==> src/rtl/tsn_pkg.sv <==
package tsn_pkg;

  localparam int TSN_SLOTS = 4;
  localparam int TSN_WORD_W = 16;
  localparam int TSN_POS_W = 4;
  localparam int TSN_IDX_W = 10;
  localparam int TSN_BCD_W = 12;

  localparam logic [TSN_WORD_W-1:0] TSN_WORD_RST = 16'h0000;
  localparam logic [TSN_WORD_W-1:0] TSN_FULL_MASK = 16'hFFFF;
  localparam logic [TSN_WORD_W-1:0] TSN_ONE_BIT = 16'h0001;
  localparam logic [TSN_BCD_W-1:0] TSN_BCD_RST = 12'h000;
  localparam logic [TSN_IDX_W-1:0] TSN_IDX_MAX = 10'h3E7;

  typedef enum logic [1:0] {
    TSN_MOMENTARY = 2'b00,
    TSN_ALTERNATE = 2'b01,
    TSN_SET = 2'b10,
    TSN_RESET = 2'b11
  } tsn_op_type;

  // one touch switch: host word number, bit position 0..15, operation, area
  typedef struct packed {
    logic [TSN_WORD_W-1:0] word;
    logic [TSN_POS_W-1:0] bitpos;
    tsn_op_type op;
    logic data_memory_area;
  } tsn_cfg_type;

  // write towards host memory; mask marks the bits that are replaced
  typedef struct packed {
    logic valid;
    logic [TSN_WORD_W-1:0] word;
    logic [TSN_WORD_W-1:0] data;
    logic [TSN_WORD_W-1:0] mask;
  } tsn_wr_type;

  localparam tsn_wr_type TSN_WR_RST = '0;

  typedef struct packed {
    logic bit_val;
    logic prev;
    logic gone;
    logic pending;
    logic [TSN_WORD_W-1:0] snap;
  } tsn_slot_type;

  localparam tsn_slot_type TSN_SLOT_RST = '0;

  typedef struct packed {
    tsn_wr_type wr;
    logic strobe;
    logic idx_wait;
    logic [TSN_BCD_W-1:0] bcd;
    logic [TSN_SLOTS-1:0] lamp_lit;
    logic [TSN_SLOTS-1:0] lamp_flash;
  } tsn_top_type;

  localparam tsn_top_type TSN_TOP_RST = '0;

  // entries above 999 saturate; three digits is all the index word holds
  function automatic logic [TSN_BCD_W-1:0] tsn_to_bcd(input logic [TSN_IDX_W-1:0] v);
    logic [TSN_IDX_W-1:0] c;
    c = (v > TSN_IDX_MAX) ? TSN_IDX_MAX : v;
    return {4'(c / 10'd100), 4'((c % 10'd100) / 10'd10), 4'(c % 10'd10)};
  endfunction

endpackage
==> src/rtl/tsn_notifier.sv <==
`timescale 1ns/10ps
// Overview of operation
// - lamp output unlit while host lamp bit is 0, lit or flashing while 1.
// - momentary notify bit is 1 while pressed and 0 while released.
// - alternate operation inverts the notify bit on every press.
// - set operation forces the notify bit to 1 on every press.
// - reset operation forces the notify bit to 0 on every press.
// - the legacy direct link treats every switch as momentary.
// - momentary writes on word links in data memory clear the rest of the word.
// - other types on word links write over the word captured at display.
// - a screen change while a momentary key is held reports it released.
// - bit links or other areas replace only the one notify bit.
// - each bit is a word number plus a position 0 to 15.
// - a finished numeric entry raises the entry strobe flag.
// - the changed table number goes to the index word as three BCD digits.
// - the strobe drops back to 0 once delivered to the host.
module tsn_notifier import tsn_pkg::*; (
  input wire logic i_clk_sys,
  input wire logic i_nrst,
  input wire logic i_ce,
  input wire logic i_legacy_link,
  input wire logic i_word_link,
  input tsn_cfg_type [TSN_SLOTS-1:0] i_sw_cfg,
  input wire logic [TSN_SLOTS-1:0] i_sw_pressed,
  input wire logic i_screen_change,
  input wire logic [TSN_SLOTS-1:0][TSN_WORD_W-1:0] i_snap_word,
  input wire logic [TSN_SLOTS-1:0] i_lamp_bits,
  input wire logic [TSN_SLOTS-1:0] i_lamp_flash_attr,
  input wire logic i_wr_ready,
  input wire logic i_num_done,
  input wire logic [TSN_IDX_W-1:0] i_num_index,
  input wire logic i_strobe_sent,
  output tsn_wr_type o_wr,
  output logic [TSN_SLOTS-1:0] o_notify_bits,
  output logic [TSN_SLOTS-1:0] o_lamp_lit,
  output logic [TSN_SLOTS-1:0] o_lamp_flash,
  output logic o_strobe,
  output logic [TSN_BCD_W-1:0] o_update_index
);

  tsn_top_type s_r;
  tsn_top_type s_nxt;
  tsn_wr_type [TSN_SLOTS-1:0] req;
  logic [TSN_SLOTS-1:0] grant;
  logic load;
  logic found;

  genvar g;
  generate
    for (g = 0; g < TSN_SLOTS; g++) begin : gen_slot
      tsn_notify_slot u_slot (
        .i_clk_sys(i_clk_sys),
        .i_nrst(i_nrst),
        .i_ce(i_ce),
        .i_cfg(i_sw_cfg[g]),
        .i_legacy_link(i_legacy_link),
        .i_word_link(i_word_link),
        .i_pressed(i_sw_pressed[g]),
        .i_screen_change(i_screen_change),
        .i_snap_word(i_snap_word[g]),
        .i_grant(grant[g]),
        .o_req(req[g]),
        .o_bit(o_notify_bits[g])
      );
    end
  endgenerate

  always_comb begin
    s_nxt = s_r;
    grant = '0;
    found = 1'b0;
    // the write port holds until taken; a slot is released only on its grant
    load = ~s_r.wr.valid | i_wr_ready;
    if (i_wr_ready) begin
      s_nxt.wr.valid = 1'b0;
    end
    if (load && i_ce) begin
      // fixed priority, lowest switch first; fine for a handful of keys
      for (int k = 0; k < TSN_SLOTS; k++) begin
        if (req[k].valid && !found) begin
          found = 1'b1;
          grant[k] = 1'b1;
          s_nxt.wr = req[k];
        end
      end
    end
    s_nxt.lamp_lit = i_lamp_bits & ~i_lamp_flash_attr;
    s_nxt.lamp_flash = i_lamp_bits & i_lamp_flash_attr;
    if (i_strobe_sent) begin
      s_nxt.strobe = 1'b0;
    end
    // index lands one cycle ahead of the strobe so an edge sampler sees it
    s_nxt.idx_wait = 1'b0;
    if (s_r.idx_wait) begin
      s_nxt.strobe = 1'b1;
    end
    if (i_num_done) begin
      s_nxt.bcd = tsn_to_bcd(i_num_index);
      s_nxt.idx_wait = 1'b1;
    end
  end

  always_ff @(posedge i_clk_sys) begin
    if (!i_nrst) begin
      s_r <= TSN_TOP_RST;
    end else if (i_ce) begin
      s_r <= s_nxt;
    end
  end

  always_comb begin
    o_wr = s_r.wr;
    o_lamp_lit = s_r.lamp_lit;
    o_lamp_flash = s_r.lamp_flash;
    o_strobe = s_r.strobe;
    o_update_index = s_r.bcd;
  end
endmodule // tsn_notifier

==> src/rtl/tsn_notify_slot.sv <==
`timescale 1ns/10ps
module tsn_notify_slot import tsn_pkg::*; (
  input wire logic i_clk_sys,
  input wire logic i_nrst,
  input wire logic i_ce,
  input tsn_cfg_type i_cfg,
  input wire logic i_legacy_link,
  input wire logic i_word_link,
  input wire logic i_pressed,
  input wire logic i_screen_change,
  input wire logic [TSN_WORD_W-1:0] i_snap_word,
  input wire logic i_grant,
  output tsn_wr_type o_req,
  output logic o_bit
);

  tsn_slot_type s_r;
  tsn_slot_type s_nxt;
  tsn_op_type eff_op;
  logic word_mode;
  logic change;
  logic mom_bit;
  logic [TSN_WORD_W-1:0] pos_bit;
  logic [TSN_WORD_W-1:0] base;

  always_comb begin
    s_nxt = s_r;
    change = 1'b0;
    eff_op = i_legacy_link ? TSN_MOMENTARY : i_cfg.op;
    word_mode = i_word_link & i_cfg.data_memory_area;
    mom_bit = i_pressed & ~s_r.gone;
    s_nxt.prev = i_pressed;
    if (i_screen_change) begin
      s_nxt.snap = i_snap_word;
      if (eff_op == TSN_MOMENTARY) begin
        // the key vanishes with the screen: report released until let go
        s_nxt.bit_val = 1'b0;
        s_nxt.gone = i_pressed;
        change = s_r.bit_val;
      end else begin
        s_nxt.bit_val = i_snap_word[i_cfg.bitpos];
      end
    end else if (eff_op == TSN_MOMENTARY) begin
      s_nxt.bit_val = mom_bit;
      s_nxt.gone = s_r.gone & i_pressed;
      change = mom_bit ^ s_r.bit_val;
    end else if (i_pressed & ~s_r.prev) begin
      change = 1'b1;
      case (eff_op)
        TSN_ALTERNATE: s_nxt.bit_val = ~s_r.bit_val;
        TSN_SET: s_nxt.bit_val = 1'b1;
        TSN_RESET: s_nxt.bit_val = 1'b0;
        default: s_nxt.bit_val = s_r.bit_val;
      endcase
    end
    // a fresh change beats the grant so no update is lost
    s_nxt.pending = change | (s_r.pending & ~i_grant);
  end

  always_comb begin
    pos_bit = TSN_ONE_BIT << i_cfg.bitpos;
    base = (word_mode && eff_op != TSN_MOMENTARY) ? s_r.snap : TSN_WORD_RST;
    o_req.valid = s_r.pending;
    o_req.word = i_cfg.word;
    o_req.data = s_r.bit_val ? (base | pos_bit) : (base & ~pos_bit);
    o_req.mask = word_mode ? TSN_FULL_MASK : pos_bit;
    o_bit = s_r.bit_val;
  end

  always_ff @(posedge i_clk_sys) begin
    if (!i_nrst) begin
      s_r <= TSN_SLOT_RST;
    end else if (i_ce) begin
      s_r <= s_nxt;
    end
  end
endmodule // tsn_notify_slot

==> config.mk <==
export PLATFORM = sky130hd
export DESIGN_NAME = tsn_notifier
export DESIGN_NICKNAME = d
export VERILOG_FILES = /design/src/rtl/tsn_pkg.sv /design/src/rtl/tsn_notifier.sv /design/src/rtl/tsn_notify_slot.sv
export SDC_FILE = /design/constraint.sdc
export NUM_CORES = 1
export LEC_CHECK = 0
export ABC_CLOCK_PERIOD_IN_PS = 5700
export BUFFER_PORTS_ARGS = -buffer_cell sky130_fd_sc_hd__buf_4
export CAP_MARGIN = 10
export CORE_MARGIN = 2
export CORE_UTILIZATION = 51
export CTS_BUF_LIST = sky130_fd_sc_hd__clkbuf_16
export DETAILED_ROUTE_END_ITERATION = 10
export PLACE_DENSITY = 0.84
export RECOVER_POWER = 100
export SLEW_MARGIN = 20
export SYNTH_ARGS = -nofsm -noshare
export SYNTH_HDL_FRONTEND = slang
export SYNTH_HIERARCHICAL = 1
export SYNTH_SLANG_ARGS = --single-unit
==> constraint.sdc <==
create_clock -name i_clk_sys -period 5.7 [get_ports i_clk_sys]
set_input_delay 0.285 -clock i_clk_sys [delete_from_list [all_inputs] [get_ports i_clk_sys]]
set_output_delay 0.285 -clock i_clk_sys [all_outputs]
set_load 0.01 [all_outputs]
==> results_dict.tcl <==
set metrics [dict create \
    n_fill_cell 2241 \
    die_w_um 157 \
    vias 12908 \
    avgRoutedWirePerCell_um 19.4 \
    busiest_layer "met2" \
    end_kind "flip-flop" \
    layout.area.seq_um2 3030 \
    synth_cells 1643 \
    drc 0 \
    fin_crit_sh_pct 89.8 \
    synthTopCellsByArea "dfxtp_1, nand2_1, nor2_1, buf_4, a21boi_0" \
    cp.required_ps 6040 \
    fin_setup_tns_ps 0 \
    synth_cell_types 95 \
    synthAdderAreaFrac_pct 0.929 \
    finish.utilization_pct 58.8 \
    clock_latency_ps 440 \
    clockBufferDepth 2 \
    synth_top_flop_cell "dfxtp_1" \
    ioPinCount 261 \
    slew_violations 91 \
    cap_violations 1 \
    dp_hpwl_um 29300 \
    hold_path.class "input port to flip-flop" \
    cp_max_fo 33 \
    worstHoldPathCells 3 \
    powerDensity_nw_per_um2 256 \
    setup_viol 0 \
    grt_use_met2_pct 51.8 \
    die_y_um 157 \
    antenna_found_initial 0 \
    synth_nets 1838 \
    clkTransAtPathRegs_ps 70 \
    yosys_warnings 6 \
    yosys.area_share.simple_pct 27.2 \
    start_kind "input port" \
    numCtsBuffers 17 \
    synth_area_leader_cell "dfxtp_1" \
    antenna_cells 0 \
    syn2layout_area_growth_pct 14.3 \
    numPortBuffers 260 \
    ctsRootBufferMaster "clkbuf_16" \
    fin_nets 1938 \
    leakage_nw 5.26 \
    multi_input_area_um2 7810 \
    drive_gt1_share_pct 16.1 \
    syn_area_um2 12000 \
    dr.pass1.iters 6 \
    post_cts_buffers 0 \
    synth_top_area_share_pct 25.2 \
    drt-total-wl_um 40200 \
    synthArstFlopShare_pct 0 \
    grt_pass1_wl_um 60900 \
    violations "capacitance limit, slew limit" \
    num_rows 56 \
    viasPerCell 6.22 \
    core_um2 23300 \
    finalCriticalPeriod_ps 5120 \
    synth_seq_area_share_pct 25.2 \
    path_class "input port to flip-flop" \
    synth-seq-cells 151 \
    synth_edf_count 0 \
    dp_slack_ps 367 \
    met3_usage_pct 7.35 \
    first_global_vias 11595 \
    antenna_left 0 \
    tightest_slew_ps 3520 \
    slew_headroom_pct -135 \
    grt.total_usage_pct 31.2 \
    reg2reg_depth 5 \
    arrival_ps 5460 \
    cts_hold_buf 0 \
    initialDrtViolationCount 1466 \
    synth_area_per_cell_um2 7.29 \
    grt_max_degree 103 \
    synth_xor_area_share_pct 1.52 \
    start_util_pct 51.5 \
    cts_resized 0 \
    htree_levels 4 \
    synth_compound_area_share_pct 31.0 \
    setup_ws_ps 580 \
    finClkSkew_ps 9.21 \
    gp_congestion 0.984 \
    fmax_ghz 0.195 \
    cts.sinks 151 \
    hold_viol 0 \
    synthMuxAreaShare_pct 4.40 \
    run_status "finished with violations" \
    use_met1_pct 38.2 \
    synth_top_family_by_area "compound AO/OA/AOI/OAI gates" \
    ir_worst_vdd_uv 166 \
    die-area_um2 24700 \
    grt.overflow.total 0 \
    rsz0062_at_grt "false" \
    cts_tree "built" \
]
-- where the power goes --
group	switching (mW)	total, mW	internal [mW]
sequential	0.0827	1.22	1.14
combinational	0.677	1.16	0.482
clock	0.512	1.13	0.613
total	1.27	3.51	2.24
-- synth_stat cells (9+ instances only) --
cell and number:
buf_2 26, nor3_1 17, o21ai_0 39, a221oi_1 51, xnor2_1 14, nor2_1 162
buf_4 73, and2_1 11, mux2i_1 11, o22ai_1 62, o21bai_1 10, nand3_1 54
nor2b_1 38, a21boi_0 64, nand2_1 343, inv_1 18, nand3b_1 9, nor3b_1 12
clkbuf_1 81, a22oi_1 61, dfxtp_1 151, o31a_1 10, nand2b_1 15, nand4_1 11
a21oi_1 39, a211oi_1 60, a31oi_1 10, o31ai_1 11, o211ai_1 10
-- layer usage --
| metal | wire (um) | vias up |
|---|---|---|
| met4 | 1830 | 0 |
| met3 | 4010 | 118 |
| met5 | 0 | - |
| li1 | - | 6127 |
| met1 | 15900 | 5961 |
| met2 | 18500 | 702 |
-- state kept, by name (all words and copies together) (netlist names) --
register and flops:
o_update_index 12, o_wr 49, o_lamp_lit 4, gen_slot.u_slot/s_r 72
o_lamp_flash 4, gen_slot.u_slot/o_req 4, s_r 1, gen_slot.u_slot/o_bit 4
o_strobe 1
-- cells by family after synthesis --
| logic type | Yosys count |
|---|---|
| simple gates | 721 |
| compound gates | 499 |
| buf+inv | 217 |
| flops | 151 |
| mux | 29 |
| xor+xnor | 17 |
| fa+ha+maj | 9 |
-- stage by stage --
step                      std cells  cell area (um2)  hold WS [ps]  total power [mW]
after floorplan                1643            12000           427              2.04
after global placement         2042            13400           450              2.40
after detailed placement       2042            13400           456              2.42
after CTS                      2074            14000           108              3.54
after global routing           2075            13700           107              3.69
final                          2075            13700           113              3.51
-- worst max-delay path: stages --
cell	delay [ps]
buf_4	220
ha_1	330
o311a_1	420
a31oi_2	210
o21ai_0	300
o31a_1	420
o2111ai_1	220
and2_1	190
nor2_1	70
a21oi_1	190
inv_1	90
ha_1	210
a2111o_1	310
a211oi_1	240
nand4b_1	210
a21bo_2	330
xor2_4	380
mux2i_1	250
a221oi_1	110
a311o_1	340
a21oi_1	130
-- worst paths after layout --
path / slack (ps) / endpoint / from
hold reg to reg: 460 / o_update_index[5] / o_update_index[5]
hold / removal: 110 / gen_slot[3].u_slot/s_r[13] / i_snap_word[61]
setup / recovery: 580 / o_update_index[5] / i_num_index[5]
setup reg to reg: 2550 / o_wr[3] / gen_slot[0].u_slot/o_req[48]
-- layout make-up --
class                           instances  share of cell area (%)
Timing Repair Buffer                  275                    13.1
Multi-Input combinational cell       1275                    57.0
Inverter                               23                   0.631
Clock buffer                           17                    3.11
Tap cell                              319                    2.92
Clock inverter                         15                    1.09
Sequential cell                       151                    22.1
-- placed cells by master (no fill, tap or decap), drive strengths merged, types with 48 or more instances in the layout --
cell type  count
a211oi        60
a21boi        65
a221oi        51
a22oi         62
buf          200
clkbuf        92
dfxtp        151
nand2        344
nand3         54
nor2         163
o21ai         48
o22ai         62
No activity file was read; power rests on OpenSTA's default activity.
